<file path="config.mk">
export PLATFORM = sky130hd
export DESIGN_NAME = zcd_top
export DESIGN_NICKNAME = d
export VERILOG_FILES = /design/src/design/zcd_pkg.sv /design/src/design/zcd_edge_if.sv /design/src/design/zcd_edge.sv /design/src/design/zcd_irq.sv /design/src/design/zcd_top.sv
export VERILOG_INCLUDE_DIRS = /design/src /design/src/design
export SDC_FILE = /design/constraint.sdc
export NUM_CORES = 1
export LEC_CHECK = 0
export BUFFER_PORTS_ARGS = -buffer_cell sky130_fd_sc_hd__clkbuf_2
export CAP_MARGIN = 20
export CORE_MARGIN = 4
export CORE_UTILIZATION = 38
export DETAILED_ROUTE_END_ITERATION = 8
export PLACE_DENSITY = 0.76
export SLEW_MARGIN = 20
export SYNTH_ARGS = -nofsm -noshare
export SYNTH_HDL_FRONTEND = slang
export SYNTH_SLANG_ARGS = --single-unit
</file>
<file path="constraint.sdc">
create_clock -name pclk -period 1.2 [get_ports pclk]
set_clock_uncertainty 0.05 [all_clocks]
set_input_delay 0.06 -clock pclk [delete_from_list [all_inputs] [get_ports pclk]]
set_output_delay 0.06 -clock pclk [all_outputs]
set_load 0.02 [all_outputs]
</file>
<file path="src/design/zcd_regs.svh">
// Register offsets, bit positions and counts of the zero-cross detector
`ifndef ZCD_REGS_SVH
`define ZCD_REGS_SVH
// ==========================================================
// Register byte addresses
`define ADDR_CTRL 12'h000
`define ADDR_FLAG 12'h004
`define ADDR_IEN 12'h008
`define ADDR_CORE 12'h00c
// ==========================================================
// Field positions
`define CTRL_EN 7
`define CTRL_OUT 5
`define CTRL_INV 4
`define CTRL_RISE 1
`define CTRL_FALL 0
`define FLAG_BIT 0
`define IEN_BIT 0
`define CORE_GLOBAL 7
`define CORE_GROUP 6
// ==========================================================
// Reset values and counts
`define RST_BIT 1'h0
`define RST_WORD 32'h0000_0000
`define CAP_WAIT 2'h2
`define CNT_ONE 2'h1
`endif

</file>
<file path="src/design/zcd_pkg.sv">
// Types shared by the zero-cross detector modules
package zcd_pkg;
   typedef enum logic [1:0] {
      ST_CAPTURE = 2'b01,
      ST_RUN = 2'b10
   } cap_state_t;
   typedef struct packed {
      logic en;
      logic invert;
      logic rise;
      logic fall;
   } ctrl_t;
endpackage

</file>
<file path="src/design/zcd_edge_if.sv">
// Carrier for the synchronised decision, logic output and edge pulses
`timescale 1ns/10ps
interface zcd_edge_if;
   logic dec;
   logic level;
   logic rise;
   logic fall;
   modport src (output dec, output level, output rise, output fall);
   modport dst (input dec, input level, input rise, input fall);
endinterface

</file>
<file path="src/design/zcd_edge.sv">
// Synchroniser, polarity stage and edge detectors of the detector output
`timescale 1ns/10ps
`include "zcd_regs.svh"
module zcd_edge (
   input wire logic pclk,
   input wire logic presetn,
   input wire logic pin_above_ref,
   input wire logic active,
   input wire logic invert,
   zcd_edge_if.src ev
);
   logic s1_q, s1_d;
   logic s2_q, s2_d;
   logic lvl_q, lvl_d;
   logic prev_q, prev_d;
   // ==========================================================
   // Two flops before any logic; stage one is read by stage two only
   always_comb begin
      s1_d = pin_above_ref;
      s2_d = s1_q;
      lvl_d = (active & s2_q) ^ invert;
      prev_d = lvl_q;
   end
   always_ff @(posedge pclk or negedge presetn) begin
      if (!presetn) begin
         s1_q <= `RST_BIT;
         s2_q <= `RST_BIT;
         lvl_q <= `RST_BIT;
         prev_q <= `RST_BIT;
      end else begin
         s1_q <= s1_d;
         s2_q <= s2_d;
         lvl_q <= lvl_d;
         prev_q <= prev_d;
      end
   end
   // ==========================================================
   // Edges are taken after the inversion, so polarity picks the crossing
   assign ev.dec = s2_q;
   assign ev.level = lvl_q;
   assign ev.rise = lvl_q & ~prev_q;
   assign ev.fall = ~lvl_q & prev_q;
endmodule

</file>
<file path="src/design/zcd_irq.sv">
// Crossing flag with edge qualification and interrupt gating
`timescale 1ns/10ps
`include "zcd_regs.svh"
module zcd_irq (
   input wire logic pclk,
   input wire logic presetn,
   zcd_edge_if.dst ev,
   input wire logic rise_edge_enable,
   input wire logic fall_edge_enable,
   input wire logic flag_clear,
   input wire logic crossing_irq_enable,
   input wire logic global_irq_enable,
   input wire logic peripheral_group_irq_enable,
   output logic crossing_irq_flag,
   output logic irq
);
   logic flag_q, flag_d;
   logic set;
   // ==========================================================
   // Set beats a clear in the same cycle, so no edge is lost
   always_comb begin
      set = (ev.rise & rise_edge_enable) | (ev.fall & fall_edge_enable);
      flag_d = set | (flag_q & ~flag_clear);
   end
   always_ff @(posedge pclk or negedge presetn) begin
      if (!presetn) begin
         flag_q <= `RST_BIT;
      end else begin
         flag_q <= flag_d;
      end
   end
   assign crossing_irq_flag = flag_q;
   assign irq = flag_q & crossing_irq_enable & global_irq_enable
      & peripheral_group_irq_enable;
endmodule

</file>
<file path="src/design/zcd_top.sv">
// Zero-cross detector digital side with APB registers
//
// The register offsets and the APB slave port were left to the implementer.
`timescale 1ns/10ps
`include "zcd_regs.svh"
module zcd_top
   import zcd_pkg::*;
(
   input wire logic pclk,
   input wire logic presetn,
   input wire logic psel,
   input wire logic penable,
   input wire logic pwrite,
   input wire logic [11:0] paddr,
   input wire logic [31:0] pwdata,
   output logic [31:0] prdata,
   output logic pready,
   output logic pslverr,
   input wire logic pin_above_ref,
   input wire logic detector_cfg_bit,
   output logic sink_on,
   output logic source_on,
   output logic irq
);
   // ==========================================================
   // Declarations
   ctrl_t ctrl_q, ctrl_d;
   logic ien_q, ien_d;
   logic glob_q, glob_d;
   logic grp_q, grp_d;
   logic [31:0] rd_q, rd_d;
   logic cfg_s1_q, cfg_s1_d;
   logic cfg_s2_q, cfg_s2_d;
   logic cfg_q, cfg_d;
   logic [1:0] cnt_q, cnt_d;
   cap_state_t st_q, st_d;
   logic sink_q, sink_d;
   logic src_q, src_d;
   logic rst_seen_q;
   logic active;
   logic hit;
   logic setup_rd;
   logic wr;
   logic flag_clear;
   logic flag;
   zcd_edge_if ev ();

   // ==========================================================
   // Configuration bit capture after reset release
   always_comb begin
      cfg_s1_d = detector_cfg_bit;
      cfg_s2_d = cfg_s1_q;
      cfg_d = cfg_q;
      cnt_d = cnt_q;
      st_d = st_q;
      case (st_q)
         ST_CAPTURE: begin
            cnt_d = cnt_q + `CNT_ONE;
            if (cnt_q == `CAP_WAIT) begin
               cfg_d = cfg_s2_q;
               st_d = ST_RUN;
            end
         end
         ST_RUN: begin
            cnt_d = cnt_q;
         end
         default: begin
            st_d = ST_CAPTURE;
         end
      endcase
   end
   always_ff @(posedge pclk or negedge presetn) begin
      if (!presetn) begin
         cfg_s1_q <= `RST_BIT;
         cfg_s2_q <= `RST_BIT;
         cfg_q <= `RST_BIT;
         cnt_q <= '0;
         st_q <= ST_CAPTURE;
      end else begin
         cfg_s1_q <= cfg_s1_d;
         cfg_s2_q <= cfg_s2_d;
         cfg_q <= cfg_d;
         cnt_q <= cnt_d;
         st_q <= st_d;
      end
   end
   // Enable is ignored when the configuration bit reads clear
   assign active = (st_q == ST_RUN) && (!cfg_q || ctrl_q.en);

   // ==========================================================
   // APB decode; zero wait states
   assign hit = (paddr == `ADDR_CTRL) || (paddr == `ADDR_FLAG)
      || (paddr == `ADDR_IEN) || (paddr == `ADDR_CORE);
   assign setup_rd = psel && !penable && !pwrite;
   assign wr = psel && penable && pwrite && hit;
   assign flag_clear = wr && (paddr == `ADDR_FLAG) && pwdata[`FLAG_BIT];
   assign pready = 1'b1;
   assign pslverr = psel && penable && !hit;

   // ==========================================================
   // Register writes
   always_comb begin
      ctrl_d = ctrl_q;
      ien_d = ien_q;
      glob_d = glob_q;
      grp_d = grp_q;
      if (wr && paddr == `ADDR_CTRL) begin
         ctrl_d.en = pwdata[`CTRL_EN];
         ctrl_d.invert = pwdata[`CTRL_INV];
         ctrl_d.rise = pwdata[`CTRL_RISE];
         ctrl_d.fall = pwdata[`CTRL_FALL];
      end
      if (wr && paddr == `ADDR_IEN) begin
         ien_d = pwdata[`IEN_BIT];
      end
      if (wr && paddr == `ADDR_CORE) begin
         glob_d = pwdata[`CORE_GLOBAL];
         grp_d = pwdata[`CORE_GROUP];
      end
   end
   always_ff @(posedge pclk or negedge presetn) begin
      if (!presetn) begin
         ctrl_q <= '0;
         ien_q <= `RST_BIT;
         glob_q <= `RST_BIT;
         grp_q <= `RST_BIT;
      end else begin
         ctrl_q <= ctrl_d;
         ien_q <= ien_d;
         glob_q <= glob_d;
         grp_q <= grp_d;
      end
   end

   // ==========================================================
   // Read data is caught in the setup cycle, one cycle old at access
   always_comb begin
      rd_d = rd_q;
      if (setup_rd) begin
         rd_d = `RST_WORD;
         case (paddr)
            `ADDR_CTRL: begin
               rd_d[`CTRL_EN] = ctrl_q.en;
               rd_d[`CTRL_OUT] = ev.level;
               rd_d[`CTRL_INV] = ctrl_q.invert;
               rd_d[`CTRL_RISE] = ctrl_q.rise;
               rd_d[`CTRL_FALL] = ctrl_q.fall;
            end
            `ADDR_FLAG: begin
               rd_d[`FLAG_BIT] = flag;
            end
            `ADDR_IEN: begin
               rd_d[`IEN_BIT] = ien_q;
            end
            `ADDR_CORE: begin
               rd_d[`CORE_GLOBAL] = glob_q;
               rd_d[`CORE_GROUP] = grp_q;
            end
            default: begin
               rd_d = `RST_WORD;
            end
         endcase
      end
   end
   always_ff @(posedge pclk or negedge presetn) begin
      if (!presetn) begin
         rd_q <= `RST_WORD;
      end else begin
         rd_q <= rd_d;
      end
   end
   assign prdata = rd_q;

   // ==========================================================
   // Current sink and source select
   always_comb begin
      sink_d = active & ev.dec;
      src_d = active & ~ev.dec;
   end
   always_ff @(posedge pclk or negedge presetn) begin
      if (!presetn) begin
         sink_q <= `RST_BIT;
         src_q <= `RST_BIT;
         rst_seen_q <= `RST_BIT;
      end else begin
         sink_q <= sink_d;
         src_q <= src_d;
         rst_seen_q <= 1'b1;
      end
   end
   assign sink_on = sink_q;
   assign source_on = src_q;

   // ==========================================================
   // Detector datapath and flag
   zcd_edge u_edge (
      .pclk(pclk),
      .presetn(presetn),
      .pin_above_ref(pin_above_ref),
      .active(active),
      .invert(ctrl_q.invert),
      .ev(ev.src)
   );
   zcd_irq u_irq (
      .pclk(pclk),
      .presetn(presetn),
      .ev(ev.dst),
      .rise_edge_enable(ctrl_q.rise),
      .fall_edge_enable(ctrl_q.fall),
      .flag_clear(flag_clear),
      .crossing_irq_enable(ien_q),
      .global_irq_enable(glob_q),
      .peripheral_group_irq_enable(grp_q),
      .crossing_irq_flag(flag),
      .irq(irq)
   );
endmodule

</file>
* After elaboration in Yosys (flattened, before gate mapping)
Index checks and enable logic that the tools add are counted.
** Word-level totals
- Bits in registers :: 27
- Input bits :: 51
** Cells by class
- Bitwise operators :: 18
- Equal/unequal tests :: 7
- Add/subtract/negate cells :: 1
- Muxes and demuxes :: 7
- Reduce and logical (&&, ||, !) cells :: 23
** Operators with widths (count)
- == test 12 x 4 -> 1 bit, second input constant :: 2
- == test 12 x 3 -> 1 bit, second input constant :: 1
- logical AND 1 bit :: 12
- zero test 12 bit :: 1
- AND 1 bit :: 10
- inverter 1 bit :: 5
- == test 2 bit, second input constant :: 2
- zero test 1 bit :: 4
- logical OR 1 bit :: 4
- 2-to-1 mux 2 bit :: 2
- one-hot mux 2 bit (2 select lines) :: 1
- AND reduction 2 bit :: 2
- one-hot mux 1 bit (3 select lines) :: 1
- adder 2 x 1 -> 2 bit, second input constant :: 1
- == test 2 x 1 -> 1 bit, second input constant :: 1
- 2-to-1 mux 1 bit :: 2
- inequality test 2 bit, second input constant :: 1
- OR 1 bit :: 2
- one-hot mux 1 bit (2 select lines) :: 1
- XOR 1 bit :: 1

* Longest topological paths before layout
Gate-level depths: netlist (run 1).
- Depth in word-level cells :: 10
- Mapped depth :: 5
- Gate-level depth less buffers :: 5

* Cells and area by module
Synthesis (run 1) repeated with hierarchy kept, for this count alone.
** Second synthesis, totals
- Cell total of the unflattened synthesis :: 134
- Area total of the unflattened synthesis :: 1426.4 um2
** Modules (own cells, without submodules)
- zcd_top :: sequential area each 551.8 um2, instances 1, area an instance 1251.2 um2, cells each 121
- zcd_edge :: sequential area each 100.1 um2, instances 1, area an instance 125.1 um2, cells each 8
- zcd_irq :: sequential area each 25.0 um2, instances 1, area an instance 50.0 um2, cells each 5

* Least setup slack after synthesis (run 1)
Ideal clock, no wire load.
- Path type :: reg2reg
- From :: register st_q[0]
- To :: register cfg_q
- Cell stages (with the launch flop) :: 4
- Setup slack :: -0.075 ns
- Buffers on the path :: 0
- Data required time :: 1.025 ns
- Arrival time :: 1.100 ns
- Cell sequence :: dfstp_2 > nor2b_1 > nand2_1 > mux2_2
** On the way
- Cells in the longest elaborated chain, start to end :: 2
** Ends and longest elaborated chain
- start: declaration :: RTL line zcd_top.sv:36 : cap_state_t st_q, st_d;
- start signal: assignment :: RTL line zcd_top.sv:84 : st_q <= st_d;
- == test 2 x 1 -> 1 bit :: RTL line zcd_top.sv:56 : case (st_q)
- AND reduction 2 bit (no line)
- end signal: assignment :: RTL line zcd_top.sv:76 : cfg_q <= `RST_BIT;
- end signal: assignment :: RTL line zcd_top.sv:82 : cfg_q <= cfg_d;
- end: declaration :: RTL line zcd_top.sv:34 : logic cfg_q, cfg_d;
Every way passes these cells.
A chain may end at the register's enable or synchronous reset.

* Worst setup path in the final report (run 1)
- From :: register u_irq.flag_q (netlist: u_irq.crossing_irq_flag)
- To :: output port irq
** On the way
- Cells in the longest elaborated chain, start to end :: 3
** Ends and longest elaborated chain
- start: declaration :: RTL line zcd_irq.sv:17 : logic flag_q, flag_d;
- start signal: assignment :: RTL line zcd_irq.sv:27 : flag_q <= `RST_BIT;
- start signal: assignment :: RTL line zcd_irq.sv:29 : flag_q <= flag_d;
- AND 1 bit (2 in series) :: RTL line zcd_irq.sv:33 : assign irq = flag_q & crossing_irq_enable & global_irq_enable
- AND 1 bit :: RTL line zcd_irq.sv:34 : & peripheral_group_irq_enable;
- end: declaration :: RTL line zcd_top.sv:23 : output logic irq
Every way passes these cells.

==> impl_metrics.ini, run 1 <==
[min_path]
hold_depth = 4
min_path_type = primary input to flop
hp-start = paddr[3]

[yosys]
synth_mux_area_share_pct = 8.387
ys_ff_latch = 27
synth_simple_gate_area_share_pct = 18.05
ys_warn_count = 0
avgSynthCellArea_um2 = 11.07
synth_area_um2 = 1373
synth_compound_area_share_pct = 5.378
synth_xor_area_share_pct = 1.276
syn_inst = 124
synthDistinctLibCells = 32
synth_top_family_by_area = simple AND/OR/NAND/NOR gates
yosys.area_share.adder_pct = 0.9116
seq_area_frac_synth_pct = 49.32

[critical_path]
start_kind = flop
arrival_ps = 1100
criticalPathCategory = flop to output port
cp.required_ps = 1090
rr_worst_depth = 3
r2r_start = st_q[0]$_DFFE_PN1P_
crit_path_max_incr_delay_ps = 430
crit_fanout = 3
setup.worst_path.start = u_irq.crossing_irq_flag$_DFF_PN0_
cp_slowest_cell = dfrtp_1
endpoint_kind = output port
cp_cell_sequence = and4_1 > clkbuf_8

[sta]
finalCritPeriodShare_pct = 100.9
max_freq_mhz = 825.9
tightestPinTransition_ps = 575.1
holdWs_ps = 100.3
hold_viol = 0
tns_ps = -10.76
period_minus_slack_ps = 1211
setup_viol_count_final = 1
slew_headroom_pct = 61.12
report.final.slew_viol_count = 0
fin_ws_ps = -10.76
rsz0062_at_grt = true

[power_and_ir_drop]
p_sw_share_pct = 27.55
power_mw = 1.576
leakagePower_nw = 0.9131
combPwrFrac_pct = 16.0
switching_power_mw = 0.4343
p_per_area_nw_per_um2 = 877.8
pwr-share-clk_pct = 24.9
pwr-share-seq_pct = 59.2
intPower_mw = 1.142
ir_worst_vdd_mv = 0.7329

[global_route]
grt_first_pass_wirelength_um = 4747
grt.total_usage_pct = 13.78
grt_start_max_net_pins = 28
grt-ovfl-total = 0
grt_pass1_vias = 1052
antenna_found_initial = 0

[layout]
stdcell_count = 228
nets = 235
drive_above_1_share_pct = 40.66
syn_to_final_growth_pct = 30.81
diodes = 0

[floorplan]
fp.coreArea_um2 = 3416
ios = 88
row_count = 21
die-area_um2 = 4638
die_x_um = 68.10
initial_core_util_pct = 40.18
die_h_um = 68.10

[placed_design]
place.gp.congestion = 0.8381
dp.cells = 210
hpwlAfterDp_um = 2024
pre_cts_slack_ps = -166.2
io_buffers = 33

[outcome]
violations = setup timing
status = finished, violations left

[clock_tree]
cts_buffers = 3
htree_levels = 1
clk_latency_ps = 320
clk_path_buf_depth = 2
root_buffer = clkbuf_4
cts_num_sinks = 27
clk_pin_slew_ps = 140
cts_tree = yes

[drt]
ant_nets = 0
drt_drc_violations_left = 0
vias = 1008
vias_per_cell = 4.421
drtIter0Drc = 9
wl_um = 2880
wire_per_inst_um = 12.63
drt_pass1_iterations = 4

[flow_run]
max-cap-violations = 0
cell usage in the layout, fill, tap and decap left out, types with 4 or more instances in the layout:
cell type / synthesis / final
nand2_1: 15 / 14
inv_1: 4 / 4
dlygate4sd3_1: 0 / 8
o21ai_0: 4 / 4
conb_1: 2 / 27
nor2_1: 4 / 4
mux2_4: 4 / 4
clkbuf_2: 0 / 31
dfrtp_1: 26 / 26
buf_4: 27 / 16
synthesized netlist by cell type (all sizes together):
cell      n  area, um2
nand3     1      5.000
clkbuf    1      3.750
xnor2     1      8.760
mux2i     1      10.01
ha        1      12.51
dfrtp    26      650.6
mux2      8      105.1
nand2b    3      26.27
o211ai    1      7.510
a2bb2oi   1      8.760
and3      3      18.77
dfstp     1      26.28
nor2      4      15.01
and4      1      8.760
xor2      1      8.760
nand3b    1      7.510
a21oi     3      15.01
o31ai     3      22.52
conb      2      7.510
nor2b     2      12.51
buf      27      202.7
nand2    15      56.30
inv       4      15.01
nor4b     2      17.52
nand4     3      25.02
o21ai     4      20.02
and2      2      12.51
nor4      2      42.54
cells by family after synthesis:
group	Yosys count
adder cells (fa/ha/maj)	1
AND/OR/NAND/NOR	39
XOR/XNOR	2
buffers and inverters	32
other	2
multiplexers	9
flip-flops	27
AO/OA/AOI/OAI	12
state kept, by name, indices dropped and copies added, names as in the netlist, 2 cells and up:
register  cells
prdata        6
ctrl_q        4
cnt_q         2
st_q          2
worst paths after layout:
path,endpoint,slack [ps]
setup / recovery,irq,-10
hold / removal,prdata[6]$_DFFE_PN0P_,100
hold reg to reg,u_edge.ev.dec$_DFF_PN0_,320
max in group asynchronous,st_q[0]$_DFFE_PN1P_,610
setup reg to reg,cfg_q$_DFFE_PN0P_,20
min in group asynchronous,cfg_s1_q$_DFF_PN0_,200
stage by stage:
step           util, %  instance area [um2]
2_1_floorplan        -                 1474
3_3_place_gp     45.82                 1565
3_5_place_dp     45.82                 1565
4_1_cts          51.17                 1748
5_1_grt          52.56                 1795
6_report         52.56                 1795
metal layers:
layer | part of all wire (%) | global-route usage (%)
met1 | 38 | 15.53
met2 | 55 | 25.15
met3 | 6.0 | 3.612
met4 | 1.3 | 4.218
met5 | 0 | 0
critical path, delay by kind of cell, from the launching register on:
family | cells | cell delay (ps)
simple gates | 1 | 210
flops | 1 | 430
buf+inv | 1 | 150
cell type report:
class	count	area [um2]
Clock buffer	3	22.52
Clock inverter	1	7.507
Fill cell	324	1620
Inverter	4	15.01
Multi-Input combinational cell	90	633.1
Sequential cell	27	676.9
Tap cell	46	57.56
Timing Repair Buffer	57	382.9
what timing repair did:
item | in CTS | in global routing
gates resized for setup | 10 | 5
pin swaps | 3 | 4
hold endpoints to repair | 36 | 0
buffers inserted | 3 | 3
endpoints found under the setup margin | 4 | 5
hold buffers | 8 | 0
cloned | 0 | 0
power groups by stage:
stage                     sequential [mW]  clock (mW)  combinational, mW
after floorplan                     0.952           0              0.176
after global placement              0.949           0              0.206
after detailed placement            0.949           0              0.210
after CTS                           0.932       0.410              0.241
after global routing                0.935       0.464              0.278
final                               0.933       0.392              0.252
No activity file was read; power rests on OpenSTA's default activity.
==> run 2, diff against run 1 <==
--- a/config.mk
+++ b/config.mk
@@ -10,6 +10,8 @@
 export CAP_MARGIN = 20
+export CELL_PAD_IN_SITES_DETAIL_PLACEMENT = 0
+export CELL_PAD_IN_SITES_GLOBAL_PLACEMENT = 1
 export CORE_MARGIN = 4
-export CORE_UTILIZATION = 38
+export CORE_UTILIZATION = 27
 export DETAILED_ROUTE_END_ITERATION = 8
-export PLACE_DENSITY = 0.76
+export PLACE_DENSITY_LB_ADDON = 0.1
 export SLEW_MARGIN = 20
--- a/constraint.sdc
+++ b/constraint.sdc
@@ -4,2 +4,2 @@
 set_output_delay 0.06 -clock pclk [all_outputs]
-set_load 0.02 [all_outputs]
+set_load 0.005 [all_outputs]
==> run 2 against run 1 <==
  * The run now ends clean
  * Non-clock buffer count decreased by 3
  * Register-to-register slack about the same
  * Combinational power is 28% lower
  * Clock-buffer cell count is the same
  * Core utilization down 16 points
  * Sequential share of layout area up 0.45 points
  * Final area fell by 1.2%
  * Clock power up 33%
  * Via count is 4.6% lower
==> impl_metrics.ini, run 2 (synthesized netlist as in run 1, its figures left out) <==
[critical_path]
rr_worst_depth = 3
arrival_ps = 1290
start_kind = flop
endpoint_kind = flop
crit_fanout = 2
reg2reg_slack_ps = 20
crit_path_max_incr_delay_ps = 540
cp.required_ps = 1310
r2r_start = st_q[0]$_DFFE_PN1P_
cp_slowest_cell = dfstp_2
cp_cell_sequence = nor2b_4 > nand2_2 > mux2_2
criticalPathCategory = flop to flop
reg2reg_to = cfg_q$_DFFE_PN0P_

[floorplan]
row_count = 25
die_h_um = 79.30
ios = 88
fp.coreArea_um2 = 4817
initial_core_util_pct = 28.49
die-area_um2 = 6288
die_x_um = 79.30

[layout]
drive_above_1_share_pct = 38.55
regArea_um2 = 676.9
fin_util_pct = 36.83
nets = 232
diodes = 0
layout_commonest_cell = clkbuf_2
multiInputGateArea_um2 = 606.8
fillCellCount = 499
largest_reg_flops = 6
final_cell_mix = clkbuf_2, conb_1, dfrtp_1, nand2_1, buf_4
stdcell_count = 246
syn_to_final_growth_pct = 29.26

[drt]
vias = 962
drt_pass1_iterations = 4
ant_nets = 0
drt_drc_violations_left = 0
vias_per_cell = 3.911
wire_per_inst_um = 11.15
wl_um = 2744
drtIter0Drc = 18

[placed_design]
dp.cells = 233
pre_cts_slack_ps = -211.2
io_buffers = 33
place.gp.congestion = 0.6947
hpwlAfterDp_um = 2259

[min_path]
holdPathEnd = ien_q$_DFFE_PN0P_
hold_depth = 4
hp-start = paddr[1]
min_path_type = primary input to flop

[clock_tree]
root_buffer = clkbuf_8
clk_pin_slew_ps = 90
clk_path_buf_depth = 2
htree_levels = 1
cts_num_sinks = 27
cts_tree = yes
clk_latency_ps = 270
cts_buffers = 3

[sta]
max_freq_mhz = 847.7
tns_ps = 0
fin_ws_ps = 20.27
report.final.slew_viol_count = 0
setup_viol_count_final = 0
period_minus_slack_ps = 1180
finalCritPeriodShare_pct = 98.31
holdWs_ps = 131.6
rsz0062_at_grt = true
hold_viol = 0

[global_route]
grt_first_pass_wirelength_um = 4436
antenna_found_initial = 0
grt.total_usage_pct = 8.954
grt_start_max_net_pins = 28
grt-ovfl-total = 0
grt_pass1_vias = 963

[power_and_ir_drop]
ir_worst_vdd_mv = 0.3553
p_per_area_nw_per_um2 = 922.4
leakagePower_nw = 0.8966

[flow_run]
max-cap-violations = 0

[outcome]
status = finished, final reports clean
-- run 2: how the worst max path moves through the flow --
stage / start / endpoint / slack, ps / depth (start not counted)
2_1_floorplan: paddr[7] / glob_q$_DFFE_PN0P_ / 2 / 4
3_3_place_gp: paddr[6] / glob_q$_DFFE_PN0P_ / -170 / 5
3_5_place_dp: paddr[6] / glob_q$_DFFE_PN0P_ / -210 / 5
4_1_cts: st_q[0]$_DFFE_PN1P_ / u_edge.ev.level$_DFF_PN0_ / 2 / 4
5_1_grt: st_q[0]$_DFFE_PN1P_ / cfg_q$_DFFE_PN0P_ / -20 / 3
6_report: st_q[0]$_DFFE_PN1P_ / cfg_q$_DFFE_PN0P_ / 20 / 3
-- run 2: power breakdown --
group | internal, mW | leakage (nW) | switching, mW
clock network | 0.235 | 0.0217 | 0.288
registers | 0.925 | 0.337 | 0.00664
logic | 0.0857 | 0.538 | 0.0961
total | 1.25 | 0.897 | 0.390
-- run 2: through the flow --
stage	area (um2)	total power, mW
2_1_floorplan	1474	1.064
3_3_place_gp	1607	1.103
3_5_place_dp	1607	1.105
4_1_cts	1735	1.661
5_1_grt	1774	1.713
6_report	1774	1.636
-- run 2: cell type report --
type | instances | area share, %
sequential | 27 | 38.15
multi-input combinational | 90 | 34.20
timing repair buffer | 54 | 19.32
tap | 67 | 4.725
clock buffer | 3 | 2.327
inverter | 4 | 0.8463
clock inverter | 1 | 0.4231
-- run 2: worst max-delay path, delay by kind of cell (launching register included) --
family | cells | cell delay [ps]
flip-flops | 1 | 540
multiplexers | 1 | 270
AND/OR/NAND/NOR | 2 | 220
-- run 2: timing repair --
action	in CTS	in global routing
gates resized for setup	0	7
hold buffers	8	0
endpoints found under the setup margin	0	5
endpoints found under the hold margin	34	0
setup buffers	0	1
-- run 2: layer usage --
layer  vias to the layer above  global-route usage, %  part of all wire, %
li1                        471                      -                    -
met1                       450                  10.67                   42
met2                        39                  15.74                   50
met3                         2                  1.701                  7.4
met4                         0                  3.608                  1.1
met5                         -                      0                    0
